## src/hw/port_host_pkg.sv

```systemverilog
package port_host_pkg;

    localparam int ADDR_W = 11;
    localparam int DATA_W = 8;
    localparam logic [10:0] MAILBOX_LEFT_ADDR = 11'h7fe;
    localparam logic [10:0] MAILBOX_RIGHT_ADDR = 11'h7ff;

    // cycle counts at 100 MHz; access and backoff count down their counts, setup lasts one cycle and ignores SETUP_CNT
    localparam int CLK_PERIOD_NS = 10;
    localparam int SETUP_NS = 20;
    localparam int ACCESS_NS = 60;
    localparam int SETUP_CYC = (SETUP_NS + CLK_PERIOD_NS - 1) / CLK_PERIOD_NS;
    localparam int ACCESS_CYC = (ACCESS_NS + CLK_PERIOD_NS - 1) / CLK_PERIOD_NS;
    localparam logic [3:0] SETUP_CNT = 4'(SETUP_CYC);
    localparam logic [3:0] ACCESS_CNT = 4'(ACCESS_CYC);
    localparam logic [3:0] RETRY_CNT = 4'h4;

    typedef enum logic [1:0] {
        OP_READ = 2'b00,
        OP_WRITE = 2'b01,
        OP_CLEAR = 2'b10
    } op_t;

    typedef struct packed {
        op_t op;
        logic [ADDR_W-1:0] addr;
        logic [DATA_W-1:0] wdata;
    } req_t;

    typedef struct packed {
        logic [DATA_W-1:0] rdata;
        logic busy_seen;
    } rsp_t;

    typedef struct packed {
        logic select_n;
        logic output_enable_n;
        logic rw_n;
        logic [ADDR_W-1:0] addr;
        logic [DATA_W-1:0] dout;
        logic data_oe_n;
    } pins_t;

    typedef enum logic [2:0] {
        ST_IDLE = 3'b000,
        ST_SETUP = 3'b001,
        ST_ACCESS = 3'b010,
        ST_BACKOFF = 3'b011,
        ST_DONE = 3'b100
    } state_t;

endpackage

```

## src/hw/port_host.sv

```systemverilog
`timescale 1ns/1ps
`default_nettype none
module port_host (
    input wire logic clk_in,
    input wire logic arst_n_in,
    input wire logic req_valid_in,
    input wire port_host_pkg::req_t req_in,
    output logic req_ready_out,
    output logic rsp_valid_out,
    output port_host_pkg::rsp_t rsp_out,
    output logic select_n_out,
    output logic output_enable_n_out,
    output logic rw_n_out,
    output logic [10:0] addr_out,
    output logic [7:0] data_out,
    output logic data_oe_n_out,
    input wire logic [7:0] data_in,
    input wire logic busy_n_in,
    input wire logic mailbox_flag_n_in,
    output logic mailbox_pending_out,
    output logic collision_out
);
    import port_host_pkg::*;

    typedef struct packed {
        state_t st;
        req_t req;
        pins_t pins;
        logic [3:0] cnt;
        logic [2:0] busy_sync;
        logic [2:0] flag_sync;
        logic busy_n;
        logic flag_n;
        logic busy_hit;
        logic ready;
        logic rsp_valid;
        rsp_t rsp;
        logic collision;
        logic pending;
        // set by any backed-off attempt, reported with the response
        logic retried;
    } host_state_t;

    host_state_t s_q, s_d;

    // pin inputs: accept a change once stages two and three agree
    function automatic logic filt(input logic [2:0] sh, input logic cur);
        filt = (sh[1] == sh[2]) ? sh[2] : cur;
    endfunction

    always_comb begin
        s_d = s_q;
        // a deeper array hands its merged busy to this single pin
        s_d.busy_sync = {s_q.busy_sync[1:0], busy_n_in};
        s_d.flag_sync = {s_q.flag_sync[1:0], mailbox_flag_n_in};
        s_d.busy_n = filt(s_q.busy_sync, s_q.busy_n);
        s_d.flag_n = filt(s_q.flag_sync, s_q.flag_n);
        // registered so the output is a plain flip-flop
        s_d.pending = !s_d.flag_n;
        s_d.rsp_valid = 1'b0;
        s_d.collision = 1'b0;
        case (s_q.st)
            ST_IDLE: begin
                s_d.pins.select_n = 1'b1;
                s_d.pins.output_enable_n = 1'b1;
                s_d.pins.rw_n = 1'b1;
                s_d.pins.data_oe_n = 1'b1;
                if (req_valid_in && s_q.ready) begin
                    s_d.req = req_in;
                    s_d.ready = 1'b0;
                    s_d.busy_hit = 1'b0;
                    s_d.retried = 1'b0;
                    s_d.pins.addr = req_in.addr;
                    s_d.pins.dout = req_in.wdata;
                    s_d.cnt = SETUP_CNT;
                    s_d.st = ST_SETUP;
                end
            end
            ST_SETUP: begin
                // address settles before select so arbitration sees stable inputs
                s_d.pins.select_n = 1'b0;
                s_d.pins.output_enable_n = (s_q.req.op == OP_WRITE);
                s_d.pins.rw_n = (s_q.req.op != OP_WRITE);
                s_d.pins.data_oe_n = (s_q.req.op != OP_WRITE);
                s_d.cnt = ACCESS_CNT;
                s_d.st = ST_ACCESS;
            end
            ST_ACCESS: begin
                // sticky, so a short busy still forces a retry
                if (!s_q.busy_n) begin
                    s_d.busy_hit = 1'b1;
                end
                if (s_q.cnt != 4'h0) begin
                    s_d.cnt = s_q.cnt - 4'h1;
                end else if (!s_q.busy_n || s_q.busy_hit) begin
                    // access saw busy from the device, so back off and redo it
                    s_d.collision = 1'b1;
                    s_d.retried = 1'b1;
                    s_d.pins.select_n = 1'b1;
                    s_d.pins.rw_n = 1'b1;
                    s_d.pins.output_enable_n = 1'b1;
                    s_d.pins.data_oe_n = 1'b1;
                    s_d.cnt = RETRY_CNT;
                    s_d.st = ST_BACKOFF;
                end else begin
                    s_d.rsp.rdata = data_in;
                    s_d.rsp.busy_seen = s_q.retried;
                    s_d.pins.select_n = 1'b1;
                    s_d.pins.rw_n = 1'b1;
                    s_d.pins.output_enable_n = 1'b1;
                    s_d.pins.data_oe_n = 1'b1;
                    s_d.st = ST_DONE;
                end
            end
            ST_BACKOFF: begin
                // holding off until busy lifts keeps retries from hammering the winner
                if (s_q.cnt != 4'h0) begin
                    s_d.cnt = s_q.cnt - 4'h1;
                end else if (s_q.busy_n) begin
                    s_d.busy_hit = 1'b0;
                    s_d.cnt = SETUP_CNT;
                    s_d.st = ST_SETUP;
                end
            end
            ST_DONE: begin
                s_d.rsp_valid = 1'b1;
                s_d.ready = 1'b1;
                s_d.st = ST_IDLE;
            end
            default: begin
                s_d.st = ST_IDLE;
            end
        endcase
    end

    always_ff @(posedge clk_in or negedge arst_n_in) begin
        if (!arst_n_in) begin
            s_q <= '0;
            s_q.st <= ST_IDLE;
            s_q.pins.select_n <= 1'b1;
            s_q.pins.output_enable_n <= 1'b1;
            s_q.pins.rw_n <= 1'b1;
            s_q.pins.data_oe_n <= 1'b1;
            s_q.busy_sync <= 3'h7;
            s_q.flag_sync <= 3'h7;
            s_q.busy_n <= 1'b1;
            s_q.flag_n <= 1'b1;
            s_q.ready <= 1'b1;
        end else begin
            s_q <= s_d;
        end
    end

    assign req_ready_out = s_q.ready;
    assign rsp_valid_out = s_q.rsp_valid;
    assign rsp_out = s_q.rsp;
    assign select_n_out = s_q.pins.select_n;
    assign output_enable_n_out = s_q.pins.output_enable_n;
    assign rw_n_out = s_q.pins.rw_n;
    assign addr_out = s_q.pins.addr;
    assign data_out = s_q.pins.dout;
    assign data_oe_n_out = s_q.pins.data_oe_n;
    // flag is optional for the system; left unread it costs nothing
    assign mailbox_pending_out = s_q.pending;
    assign collision_out = s_q.collision;

    // host-side checks; the device's own behaviour is held by the partner model
    a_idle_deselect: assert property (@(posedge clk_in) disable iff (!arst_n_in)
        (s_q.st == ST_IDLE) |-> select_n_out) else $error("select active while idle");
    a_write_lanes: assert property (@(posedge clk_in) disable iff (!arst_n_in)
        (!rw_n_out) |-> (!select_n_out && !data_oe_n_out && output_enable_n_out))
        else $error("write strobe without select or data drive");
    a_busy_retry: assert property (@(posedge clk_in) disable iff (!arst_n_in)
        (s_q.st == ST_ACCESS && s_q.cnt == 4'h0 && s_q.busy_hit) |=> (s_q.st == ST_BACKOFF))
        else $error("busy access not retried");
    a_no_rsp_busy: assert property (@(posedge clk_in) disable iff (!arst_n_in)
        (s_q.st == ST_ACCESS && s_q.cnt == 4'h0 && s_q.busy_hit)
        |=> (select_n_out && rw_n_out && !rsp_valid_out))
        else $error("busy access not released before retry");
    a_addr_stable: assert property (@(posedge clk_in) disable iff (!arst_n_in)
        (!select_n_out && !$rose(select_n_out)) |-> $stable(addr_out) or $fell(select_n_out))
        else $error("address moved during selected access");
    a_clear_uses_oe: assert property (@(posedge clk_in) disable iff (!arst_n_in)
        (s_q.st == ST_ACCESS && s_q.req.op == OP_CLEAR) |-> !output_enable_n_out)
        else $error("clear access without output enable");
    a_flag_pending: assert property (@(posedge clk_in) disable iff (!arst_n_in)
        $fell(s_q.flag_n) |=> mailbox_pending_out) else $error("flag not reported");
    a_collision_single: assert property (@(posedge clk_in) disable iff (!arst_n_in)
        collision_out |=> !collision_out) else $error("collision flag held past one cycle");
    a_ready_refuse: assert property (@(posedge clk_in) disable iff (!arst_n_in)
        (req_valid_in && req_ready_out) |=> !req_ready_out)
        else $error("ready stayed high after a request was taken");
    a_backoff_idle: assert property (@(posedge clk_in) disable iff (!arst_n_in)
        (s_q.st == ST_BACKOFF) |-> (select_n_out && rw_n_out && data_oe_n_out))
        else $error("port pins active during backoff");
    a_rsp_ready: assert property (@(posedge clk_in) disable iff (!arst_n_in)
        rsp_valid_out |-> req_ready_out) else $error("response without ready");
    c_write: cover property (@(posedge clk_in) !rw_n_out ##[1:20] rsp_valid_out);
    c_retry: cover property (@(posedge clk_in) collision_out);
    c_flag: cover property (@(posedge clk_in) $rose(mailbox_pending_out));
    c_read: cover property (@(posedge clk_in)
        (!select_n_out && !output_enable_n_out) ##[1:20] rsp_valid_out);
    c_busy_done: cover property (@(posedge clk_in) rsp_valid_out && rsp_out.busy_seen);
endmodule
`default_nettype wire

```

## config.mk

```make
export PLATFORM = sky130hd
export DESIGN_NAME = port_host
export DESIGN_NICKNAME = d
export VERILOG_FILES = /design/src/hw/port_host_pkg.sv /design/src/hw/port_host.sv
export SDC_FILE = /design/constraint.sdc
export NUM_CORES = 1
export LEC_CHECK = 0
export BUFFER_PORTS_ARGS = -buffer_cell sky130_fd_sc_hd__buf_4
export CELL_PAD_IN_SITES_DETAIL_PLACEMENT = 1
export CELL_PAD_IN_SITES_GLOBAL_PLACEMENT = 1
export CORE_MARGIN = 1.5
export CORE_UTILIZATION = 42
export CTS_BUF_LIST = sky130_fd_sc_hd__clkbuf_2 sky130_fd_sc_hd__clkbuf_4 sky130_fd_sc_hd__clkbuf_8
export DETAILED_ROUTE_END_ITERATION = 10
export PLACE_DENSITY = 0.88
export SLEW_MARGIN = 20
export SYNTH_ARGS = -nofsm -noshare
export SYNTH_HDL_FRONTEND = slang
export SYNTH_SLANG_ARGS = --single-unit
```

## constraint.sdc

```tcl
create_clock -name clk_in -period 1.9 [get_ports clk_in]
set_input_delay 0.57 -clock clk_in [delete_from_list [all_inputs] [get_ports clk_in]]
set_output_delay 0.57 -clock clk_in [all_outputs]
set_load 0.1 [all_outputs]
```

Word-level counts from Yosys, hierarchy flattened
Index checks and enable logic that the tools add are counted.
Cells by class
  add/sub/neg operators: 1
  multiply operators: 0
  divide/modulo/power cells: 0
  $lt $le $gt $ge: 0
  eq/ne operators: 16
  shifts and indexed selects: 0
  multiplexer cells: 31
  bitwise logic cells: 2
  reduce and logical (&&, ||, !) cells: 19
Operator list (number)
  two-way mux 24 bit: 1
  two-way mux 4 bit: 5
  case mux 4 bit (4 select lines): 1
  two-way mux 3 bit: 5
  two-way mux 1 bit: 12
  inequality test 2 bit (second input constant): 6
  case mux 3 bit (4 select lines): 1
  AND reduction 4 bit: 3
  case mux 3 bit (3 select lines): 1
  nonzero test 4 bit: 2
  equality test 3 x 2 -> 1 bit (second input constant): 2
  inequality test 3 bit (second input constant): 2
  case mux 1 bit (3 select lines): 2
  AND reduction 2 bit: 3
  nonzero test 3 bit: 2
  AND reduction 5 bit: 1
  case mux 1 bit (2 select lines): 2
  nonzero test 2 bit: 2
  subtractor 4 x 1 -> 4 bit (second input constant): 1
  equality test 3 x 1 -> 1 bit (second input constant): 1
  equality test 3 bit (second input constant): 1
  logical NOT 3 bit: 1
  AND reduction 3 bit: 1
  equality test 1 bit: 2
  other kinds (7): 9
Word-level totals
  register bits after elaboration: 55
  bits in latches: 0
  memory bits (writable): 0
  bits in read-only memories: 0
  input port bits: 34
  output and inout bits: 36
  memories kept: 0

Depth between registers and ports, before layout
Gate-level depths: netlist (run 1).
  word-level depth: 5
  gate-level depth with buffers: 5

Worst setup path after synthesis (run 1)
Ideal clock, no wire load.
  kind: register to register
  start: register s_q (netlist bit req_ready_out)
  end: register s_q (netlist bit addr_out[0])
  setup time: 0.125 ns
  arrival: 1.694 ns
  data required time: 1.775 ns
  path slack: 0.081 ns
  stages on the path, launching flop included: 6
  buffers on the path: 1
  cell sequence: dfstp_2 > nand2_1 > nor2_1 > nand2_1 > buf_2 > mux2_2
On the way
  word-level cells in the longest chain between the ends: 2
Ends and longest elaborated chain
  start, declared: line port_host.sv:44  | host_state_t s_q, s_d;
  logical AND 1 bit: line port_host.sv:68  | if (req_valid_in && s_q.ready) begin
  AND reduction 2 bit (no source line)
Every way passes these cells.
A chain may end at the register's enable or synchronous reset.

Worst setup path after layout (run 1)
  start: register s_q[24] in the netlist's numbering
  end: register s_q (netlist bit rsp_out[2])
On the way
  word-level cells in the longest chain between the ends: 3
Ends and longest elaborated chain
  nonzero test 4 bit: line port_host.sv:93  | if (s_q.cnt != 4'h0) begin
  NOT 1 bit (no source line)
  AND reduction 3 bit (no source line)
Every way passes these cells.

==> results by group, run 1 <==
Outcome
  • Status: finished, final reports clean

Timing
  • Max Slew Vio Count: 0
  • Tmin final: 1750 ps
  • Fin Clk Skew: 9.03 ps
  • Final setup vio count: 0
  • Final setup TNS: 0 ps
  • Fmax achieved: between 500 and 600 MHz
  • RSZ-0062 raised after global routing: false
  • Worst Max-Slew Pin Slew: approximately 650 ps
  • Final Cycle Share: between 90% and 100%
  • Slew margin rel.: roughly 56%
  • Final hold viol count: 0

Clock network
  • Clock Latency Late Sink: 300 ps
  • # resized after CTS: 0
  • Num CTS Buffers: 5
  • Clock tree buffer depth: 2
  • Setup bufs post-CTS: 0
  • CTS Sinks: 54
  • CTS tree: built
  • Hold_buf cts: 0
  • Root Driver: clkbuf_8
  • Worst-path clk slew: 100 ps
  • Max H-tree Level: 2

Routing
  • Drc violations: 0
  • Remaining antenna violation count: 0
  • DR vias: 1443
  • Final wirelength: roughly 4.5 mm
  • First drt pass iteration count: 4
  • Iter 0 DRT Violations: 38
  • Vias per cell: just under 5
  • Routed WL per cell: between 15 and 20 um

Finish
  • Register Area: ~1400 um2
  • Fin nets: 260
  • Util after Layout: 54.7%
  • Ant. Diodes: 0
  • Share of cells above drive strength 1: between 50% and 60%
  • Fillers: ~560
  • Area of the multi-input gates: about 700 um2
  • Area Overhead vs Synth: 23.0%
  • Post-route cell area: 2870 um2

Logic synthesis
  • Top-area cell type share of the netlist area: between 40% and 50%
  • Mapped Area: 2330 um2
  • Synth cell types: 32
  • Synth Area in XOR/XNOR: 0%
  • Post-synth EDFFs: 0
  • Ranking of synthesized cells by area: dfrtp_1, mux2_2, dfstp_2, buf_4, o21ai_0
  • Ys flop type: dfrtp_1
  • Largest family of logic cells by synthesized area: multiplexers
  • Most frequent cells after synthesis: dfrtp_1, mux2_2, buf_4, dfstp_2, nand2_1
  • Post-Synth Adder-Cell Area: less than 1%
  • Post-synthesis sequential area ratio: between 50% and 60%
  • Post-synthesis net count: roughly 210
  • Post-Synthesis Cells: 179
  • Post-Synth Simple-Gate Area: just over 7%
  • Synth warn: 0
  • Cell taking the most area after synthesis: dfrtp_1
  • Post-synthesis mux area share: 16.0%
  • #FFs+latches synth: 54
  • Avg Inst Size Synth: 13.0 um2
  • Complex-gate fraction of the synthesized area: 6.66%
  • Ys async rst share: 100%
  • Most common cell in the netlist: dfrtp_1

Pwr
  • Max VDD drop: between 0.4 and 0.5 mV
  • Leakage: roughly 1.5 nW
  • Pwr dens: 726 nW/um2

Worst setup path
  • CP required: 2090 ps
  • Crit-path max FO: 10
  • Critical path class: flop to flop
  • CP endpoint kind: flop
  • CP startpoint kind: flop
  • Worst EP arrival: 1940 ps

GRT
  • Initial antenna violation count: 0
  • Number of global-route vias before repair: 1528
  • Largest net degree at the start of global routing: between 50 and 60
  • Grt ovf: 0
  • GRT Total Usage: approximately 16%
  • First-pass GRT wire length: 7.56 mm

Min path
  • Worst Hold Class: input port to async pin

Placement
  • DP HPWL: 3.33 mm
  • Dpl cell area: 2750 um2
  • Routability cong.: about 0.71
  • IO buf count: 69

Floorplan
  • Core Rows: 26
  • Core Box Area: ~5200 um2
  • Die H: between 70 and 80 um
  • Initial Util: ~44%
  • Die span in x: slightly below 80 um
  • I/O pin total: 70
  • Die area: between 6000 and 7000 um2

Flow run
  • Max-cap viol count: 0
-- cell families after synthesis --
logic type / count (synthesis)
and+or+nand+nor: 28
muxes: 33
DFF: 54
AOI/OAI and AO/OA: 23
adders and majority gates: 1
buffers and inverters: 40
-- stage by stage --
stage	worst slack [ps]	hold slack [ps]	cells	power, mW
3_5_place_dp	148	350	289	1.30
6_report	154	287	297	2.08
2_1_floorplan	81.2	274	179	1.22
4_1_cts	132	305	297	2.12
3_3_place_gp	214	346	289	1.30
5_1_grt	44.2	322	297	2.18
-- worst max-delay path: stages, from the launching register on --
cell and delay, ps:
dfrtp_1 460, nor4_4 350, nand2_2 140, nor3_4 120
buf_4 200, mux2_2 360
-- layer usage --
metal	vias to the layer above	share of wire, %	GRT usage, %
li1	674	-	-
met1	718	42	19.2
met2	49	51	28.2
met3	2	6.1	5.18
met4	0	0.91	6.00
met5	-	0	0
-- sequential cells by signal, indices dropped and copies added (netlist names), 4 cells and up --
register and flops:
addr_out 11, s_d 4, rsp_out 9, s_q 15, data_out 8
-- where the power goes --
part / switching, mW / leakage [nW] / internal, mW
Sequential: 0.00778 / 0.705 / 1.17
Clock: 0.371 / 0.0618 / 0.434
Combinational: 0.0501 / 0.723 / 0.0487
-- final timing paths --
check,from,to,slack [ps],cells past startpoint
max,s_q[24],rsp_out[2],150,5
min,arst_n_in,addr_out[7],290,1
max reg2reg,s_q[24],rsp_out[2],150,5
min reg2reg,s_d[21],s_d[22],360,0
max in group asynchronous,arst_n_in,s_q[26],1170,1
min in group clk_in,s_d[21],s_d[22],360,0
-- placed cells by master, fill, tap and decap left out, types with 3 or more instances in the layout --
cell,count
buf_4,73
mux2_2,33
nand2_1,8
nor2_1,6
a21o_1,3
nand2b_1,4
dfstp_2,12
clkbuf_8,6
o21ai_0,7
dfrtp_1,42
inv_1,6
-- area by class of cell --
type / count / share of cell area, %
inverters: 6 / 0.786
clock inverters: 2 / 1.35
well taps: 70 / 3.06
repair buffers: 74 / 19.8
flip-flops and latches: 54 / 47.7
clock buffers: 6 / 2.88
multi-input cells: 85 / 24.4
Note: power is estimated with default switching activity, not from simulation.
==> inputs of run 2 (changes only) <==
Settings changed: ABC_AREA set to 1, CORE_UTILIZATION 42 to 38, CTS_BUF_LIST sky130_fd_sc_hd__clkbuf_2 sky130_fd_sc_hd__clkbuf_4 sky130_fd_sc_hd__clkbuf_8 to sky130_fd_sc_hd__clkbuf_16, PLACE_DENSITY 0.88 to 0.85.
==> run 2 against run 1 <==
Effect of this change: final cell count up 34%; fmax up 3.0%; synthesized area up 5.0%; critical path type is now flop to output pin; critical endpoint is now data_oe_n_out; largest cell class unchanged; highest routed layer unchanged.
==> results by group, run 2 <==
Logic synthesis
  • Post-Synth Simple-Gate Area: between 20% and 30%
  • Most frequent cells after synthesis: nand2_1, dfrtp_1, buf_4, inv_1, dfstp_2
  • Mapped Area: 2450 um2
  • Ranking of synthesized cells by area: dfrtp_1, nand2_1, dfstp_2, buf_4, inv_1
  • Ys async rst share: 100%
  • Post-Synth Adder-Cell Area: less than 1%
  • #FFs+latches synth: 54
  • Synth cell types: 27
  • Most common cell in the netlist: nand2_1
  • Post-Synthesis Cells: ~280
  • Post-synthesis mux area share: 0%
  • Avg Inst Size Synth: 8.86 um2
  • Largest family of logic cells by synthesized area: simple AND/OR/NAND/NOR gates
  • Synth warn: 0
  • Post-synth EDFFs: 0
  • Complex-gate fraction of the synthesized area: 3.48%
  • Ys flop type: dfrtp_1
  • Post-synthesis sequential area ratio: about 56%
  • Cell taking the most area after synthesis: dfrtp_1
  • Top-area cell type share of the netlist area: 43.0%
  • Synth Area in XOR/XNOR: less than 1%
  • Post-synthesis net count: between 300 and 400

Worst setup path
  • CP delay by family, top: flip-flops
  • Crit-path cells: buf_4
  • Crit-path max FO: 3
  • CP required: ~1300 ps
  • Critical path class: flop to output pin
  • Critical path's slowest cell: dfstp_2
  • CP startpoint kind: flop
  • Buf+Inv Stages, Crit Path: 1
  • Worst EP arrival: 1130 ps
  • CP endpoint kind: output pin
  • CP peak stage delay: roughly 540 ps

Timing
  • Slew margin rel.: 54.7%
  • Max Slew Vio Count: 0
  • Final setup TNS: 0 ps
  • Final Cycle Share: approximately 89%
  • RSZ-0062 raised after global routing: false
  • Worst Max-Slew Pin Slew: 680 ps
  • Tmin final: ~1700 ps
  • Final WS setup: 204 ps
  • Final hold viol count: 0
  • Fin Clk Skew: about 5 ps
  • Final setup vio count: 0
  • Fmax achieved: ~590 MHz

Finish
  • Area Overhead vs Synth: 22.2%
  • Share of cells above drive strength 1: between 30% and 40%
  • Fillers: around 750
  • Fin nets: ~350
  • Ant. Diodes: 0
  • Largest register FFs: 15
  • Most frequent cells in the layout: nand2_1, buf_4, dfrtp_1
  • Reg with most FFs: s_q
  • Leading cell type in the layout, fill and taps excluded: nand2_1

Floorplan
  • I/O pin total: 70
  • Initial Util: ~40%
  • Die H: 83.2 um
  • Core Box Area: 6280 um2
  • Die area: about 6900 um2
  • Die span in x: approximately 83 um
  • Core Rows: 29

Flow run
  • Max-cap viol count: 0

Routing
  • Final wirelength: between 5 and 6 mm
  • First drt pass iteration count: 4
  • DR vias: about 1900
  • Iter 0 DRT Violations: slightly above 80
  • Remaining antenna violation count: 0
  • Routed WL per cell: 13.9 um
  • Drc violations: 0
  • Vias per cell: around 4.7

GRT
  • Largest net degree at the start of global routing: 55
  • Number of global-route vias before repair: between 2000 and 2500
  • First-pass GRT wire length: ~9.8 mm
  • Grt ovf: 0
  • Initial antenna violation count: 0
  • GRT Total Usage: between 15 and 20%

Clock network
  • CTS Sinks: between 50 and 60
  • CTS tree: built
  • Clock Latency Late Sink: roughly 290 ps
  • Clock tree buffer depth: 2
  • Worst-path clk slew: 70 ps
  • Root Driver: clkbuf_16
  • Hold_buf cts: 0
  • Max H-tree Level: 2
  • # resized after CTS: 0
  • Setup bufs post-CTS: 0
  • Num CTS Buffers: 5

Placement
  • IO buf count: slightly below 70
  • Routability cong.: ~0.78
  • Place WS: 267 ps
  • DP HPWL: 4.03 mm

Outcome
  • Status: finished, final reports clean

Min path
  • Worst Hold Class: input port to async pin
run 2: cell types whose count changed in the layout (fill, tap and decap cells not counted), sizes merged, moves of 4 or more:
cell / before / now
nand2: 9 / 127
mux2: 33 / 0
inv: 7 / 18
nor2: 6 / 15
nand3: 1 / 9
nand2b: 4 / 0
run 2: layer usage:
metal / global-route usage [%] / wire length (um) / vias to the layer above
li1: - / - / 902
met1: 23.7 / 2530 / 910
met2: 28.6 / 2640 / 61
met3: 4.47 / 292 / 7
met4: 4.85 / 59 / 0
met5: 0 / 0 / -
run 2: cell type report:
| cell class | instances | area [um2] | share of cell area (%) |
|---|---|---|---|
| multi-input cells | 171 | 762 | 25.5 |
| inverters | 17 | 63.8 | 2.13 |
| well taps | 77 | 96.3 | 3.22 |
| flip-flops and latches | 54 | 1370 | 45.7 |
| clock inverters | 3 | 42.5 | 1.42 |
| clock buffers | 5 | 125 | 4.19 |
| repair buffers | 71 | 533 | 17.8 |
run 2: worst paths after layout:
path,cells past startpoint,from,slack (ps),to
setup / recovery,1,rw_n_out,200,data_oe_n_out
setup reg to reg,6,s_q[16],280,s_q[24]
min in group clk_in,0,s_d[21],360,s_d[22]
hold reg to reg,0,s_d[21],360,s_d[22]
hold / removal,1,arst_n_in,300,s_q[25]
max in group asynchronous,1,arst_n_in,1130,rsp_out[8]
run 2: worst reg2reg max path: stages (launching register included):
cell	delay, ps
dfstp_2	560
inv_1	70
nor2_1	260
nand3_2	290
nand3_1	240
nand2_1	70
nand2_1	60
run 2: logic make-up after synthesis:
group / count (synthesis)
flip-flops: 54
buffers and inverters: 51
AND/OR/NAND/NOR: 154
XOR/XNOR: 1
adder cells (fa/ha/maj): 1
AO/OA/AOI/OAI: 15
run 2: stage by stage:
step | instances | hold slack (ps) | utilization (%) | instance area, um2
after global placement | 390 | 346 | 44.9 | 2820
final | 398 | 302 | 47.6 | 2990
after global routing | 398 | 368 | 47.6 | 2990
after CTS | 398 | 344 | 47.6 | 2990
after detailed placement | 390 | 348 | 44.9 | 2820
after floorplan | 276 | 274 | - | 2450
Power of run 2 is left out: the tool's default activity adds up to more than one toggle a clock period on the data nets, which glitch-free logic cannot reach.
==> inputs of run 3 (changes only) <==
Settings changed: BUFFER_PORTS_ARGS -buffer_cell sky130_fd_sc_hd__buf_4 to -buffer_cell sky130_fd_sc_hd__buf_2, CORE_UTILIZATION 38 to 41, PLACE_DENSITY 0.85 to 0.9.
Clock period 1.9 ns to 2.1 ns, I/O delays scaled along.
==> run 3 against run 2 <==
Effect of this change: clock skew hardly changed; final cell count is 1.3% lower; core utilization is 2.5 points higher; global-route usage is 0.37 points higher; largest cell class unchanged.
==> results by group, run 3 (same netlist as run 2, synthesis figures left out) <==
Timing
  • Fmax achieved: between 500 and 600 MHz
  • Fin Clk Skew: about 4.8 ps
  • Final Cycle Share: roughly nine tenths
  • Final setup vio count: 0
  • Final setup TNS: 0 ps
  • Worst Max-Slew Pin Slew: roughly 500 ps
  • Final hold viol count: 0
  • Tmin final: roughly 1900 ps
  • Max Slew Vio Count: 0
  • RSZ-0062 raised after global routing: false
  • Slew margin rel.: approximately 67%

Clock network
  • CTS Sinks: 54
  • CTS tree: built
  • Max H-tree Level: 2
  • Setup bufs post-CTS: 0
  • Root Driver: clkbuf_16
  • Hold_buf cts: 0
  • Clock tree buffer depth: 2
  • Num CTS Buffers: 5
  • Worst-path clk slew: approximately 70 ps
  • # resized after CTS: 0
  • Clock Latency Late Sink: 290 ps

Floorplan
  • Die H: around 80 um
  • Core Rows: 27
  • Die span in x: 80.2 um
  • Die area: 6440 um2
  • I/O pin total: 70
  • Initial Util: between 40% and 50%
  • Core Box Area: approximately 5600 um2

Finish
  • Layout Cells excl Fill: between 300 and 400
  • Area Overhead vs Synth: 15.7%
  • Fin nets: 354
  • Share of cells above drive strength 1: approximately a third
  • Most frequent cells in the layout: nand2_1, buf_2, dfrtp_1
  • Leading cell type in the layout, fill and taps excluded: nand2_1
  • Largest register FFs: 15
  • Reg with most FFs: s_q
  • Ant. Diodes: 0

Worst setup path
  • CP delay by family, top: flip-flops
  • Worst EP arrival: roughly 1300 ps
  • CP endpoint kind: output pin
  • Crit-path cells: buf_2
  • Critical path class: flop to output pin
  • Critical path's slowest cell: dfstp_2
  • Crit-path max FO: 3
  • CP peak stage delay: about 540 ps
  • Buf+Inv Stages, Crit Path: 1
  • CP startpoint kind: flop
  • CP required: 1470 ps

Routing
  • Drc violations: 0
  • DR vias: between 1500 and 2000
  • Remaining antenna violation count: 0
  • Iter 0 DRT Violations: 75
  • Final wirelength: 5.21 mm
  • Routed WL per cell: about 13 um
  • Vias per cell: between 4 and 5
  • First drt pass iteration count: 4

GRT
  • GRT Total Usage: 18.0%
  • Largest net degree at the start of global routing: 55
  • Grt ovf: 0
  • Initial antenna violation count: 0
  • Number of global-route vias before repair: 1908
  • First-pass GRT wire length: a little under 9 mm

Placement
  • Routability cong.: ~0.9
  • Cells after DPL: just under 400
  • IO buf count: 69
  • DP HPWL: 3.90 mm

Outcome
  • Status: finished, final reports clean

Min path
  • Worst Hold Class: input port to async pin

Flow run
  • Max-cap viol count: 0
[run 3: final cells by class]
cell class / count / area (um2)
clock buffer: 5 / 125
clock inverter: 3 / 48.8
fill: 701 / 2810
inverter: 17 / 63.8
multi-input combinational: 171 / 762
sequential: 54 / 1370
tap: 72 / 90.1
timing repair buffer: 71 / 373
[run 3: path summary, 6_finish.rpt]
check,start,end,cells after the start,slack [ps]
worst max-delay path,req_ready_out,req_ready_out,1,210
worst min-delay path,arst_n_in,addr_out[10],2,320
worst max register to register,s_q[24],s_q[24],7,570
worst min register to register,s_d[21],s_d[22],0,360
max in group asynchronous,arst_n_in,s_q[16],2,1480
min in group clk_in,s_d[21],s_d[22],0,360
[run 3: per-layer routing]
layer / share of wire [%] / GRT usage (%) / vias up
li1: - / - / 902
met1: 45 / 22.7 / 881
met2: 47 / 29.7 / 55
met3: 5.4 / 4.55 / 9
met4: 1.9 / 7.07 / 0
met5: 0 / 0 / -
[run 3: through the flow]
stage | worst slack, ps | hold WS [ps] | cell area [um2] | utilization [%]
6_report | 209 | 316 | 2830 | 50.1
5_1_grt | 167 | 337 | 2830 | 50.1
4_1_cts | 198 | 331 | 2830 | 50.1
3_5_place_dp | 528 | 347 | 2660 | 47.1
3_3_place_gp | 533 | 347 | 2660 | 47.1
2_1_floorplan | 244 | 334 | 2450 | -
Power of run 3 is left out for the same reason.
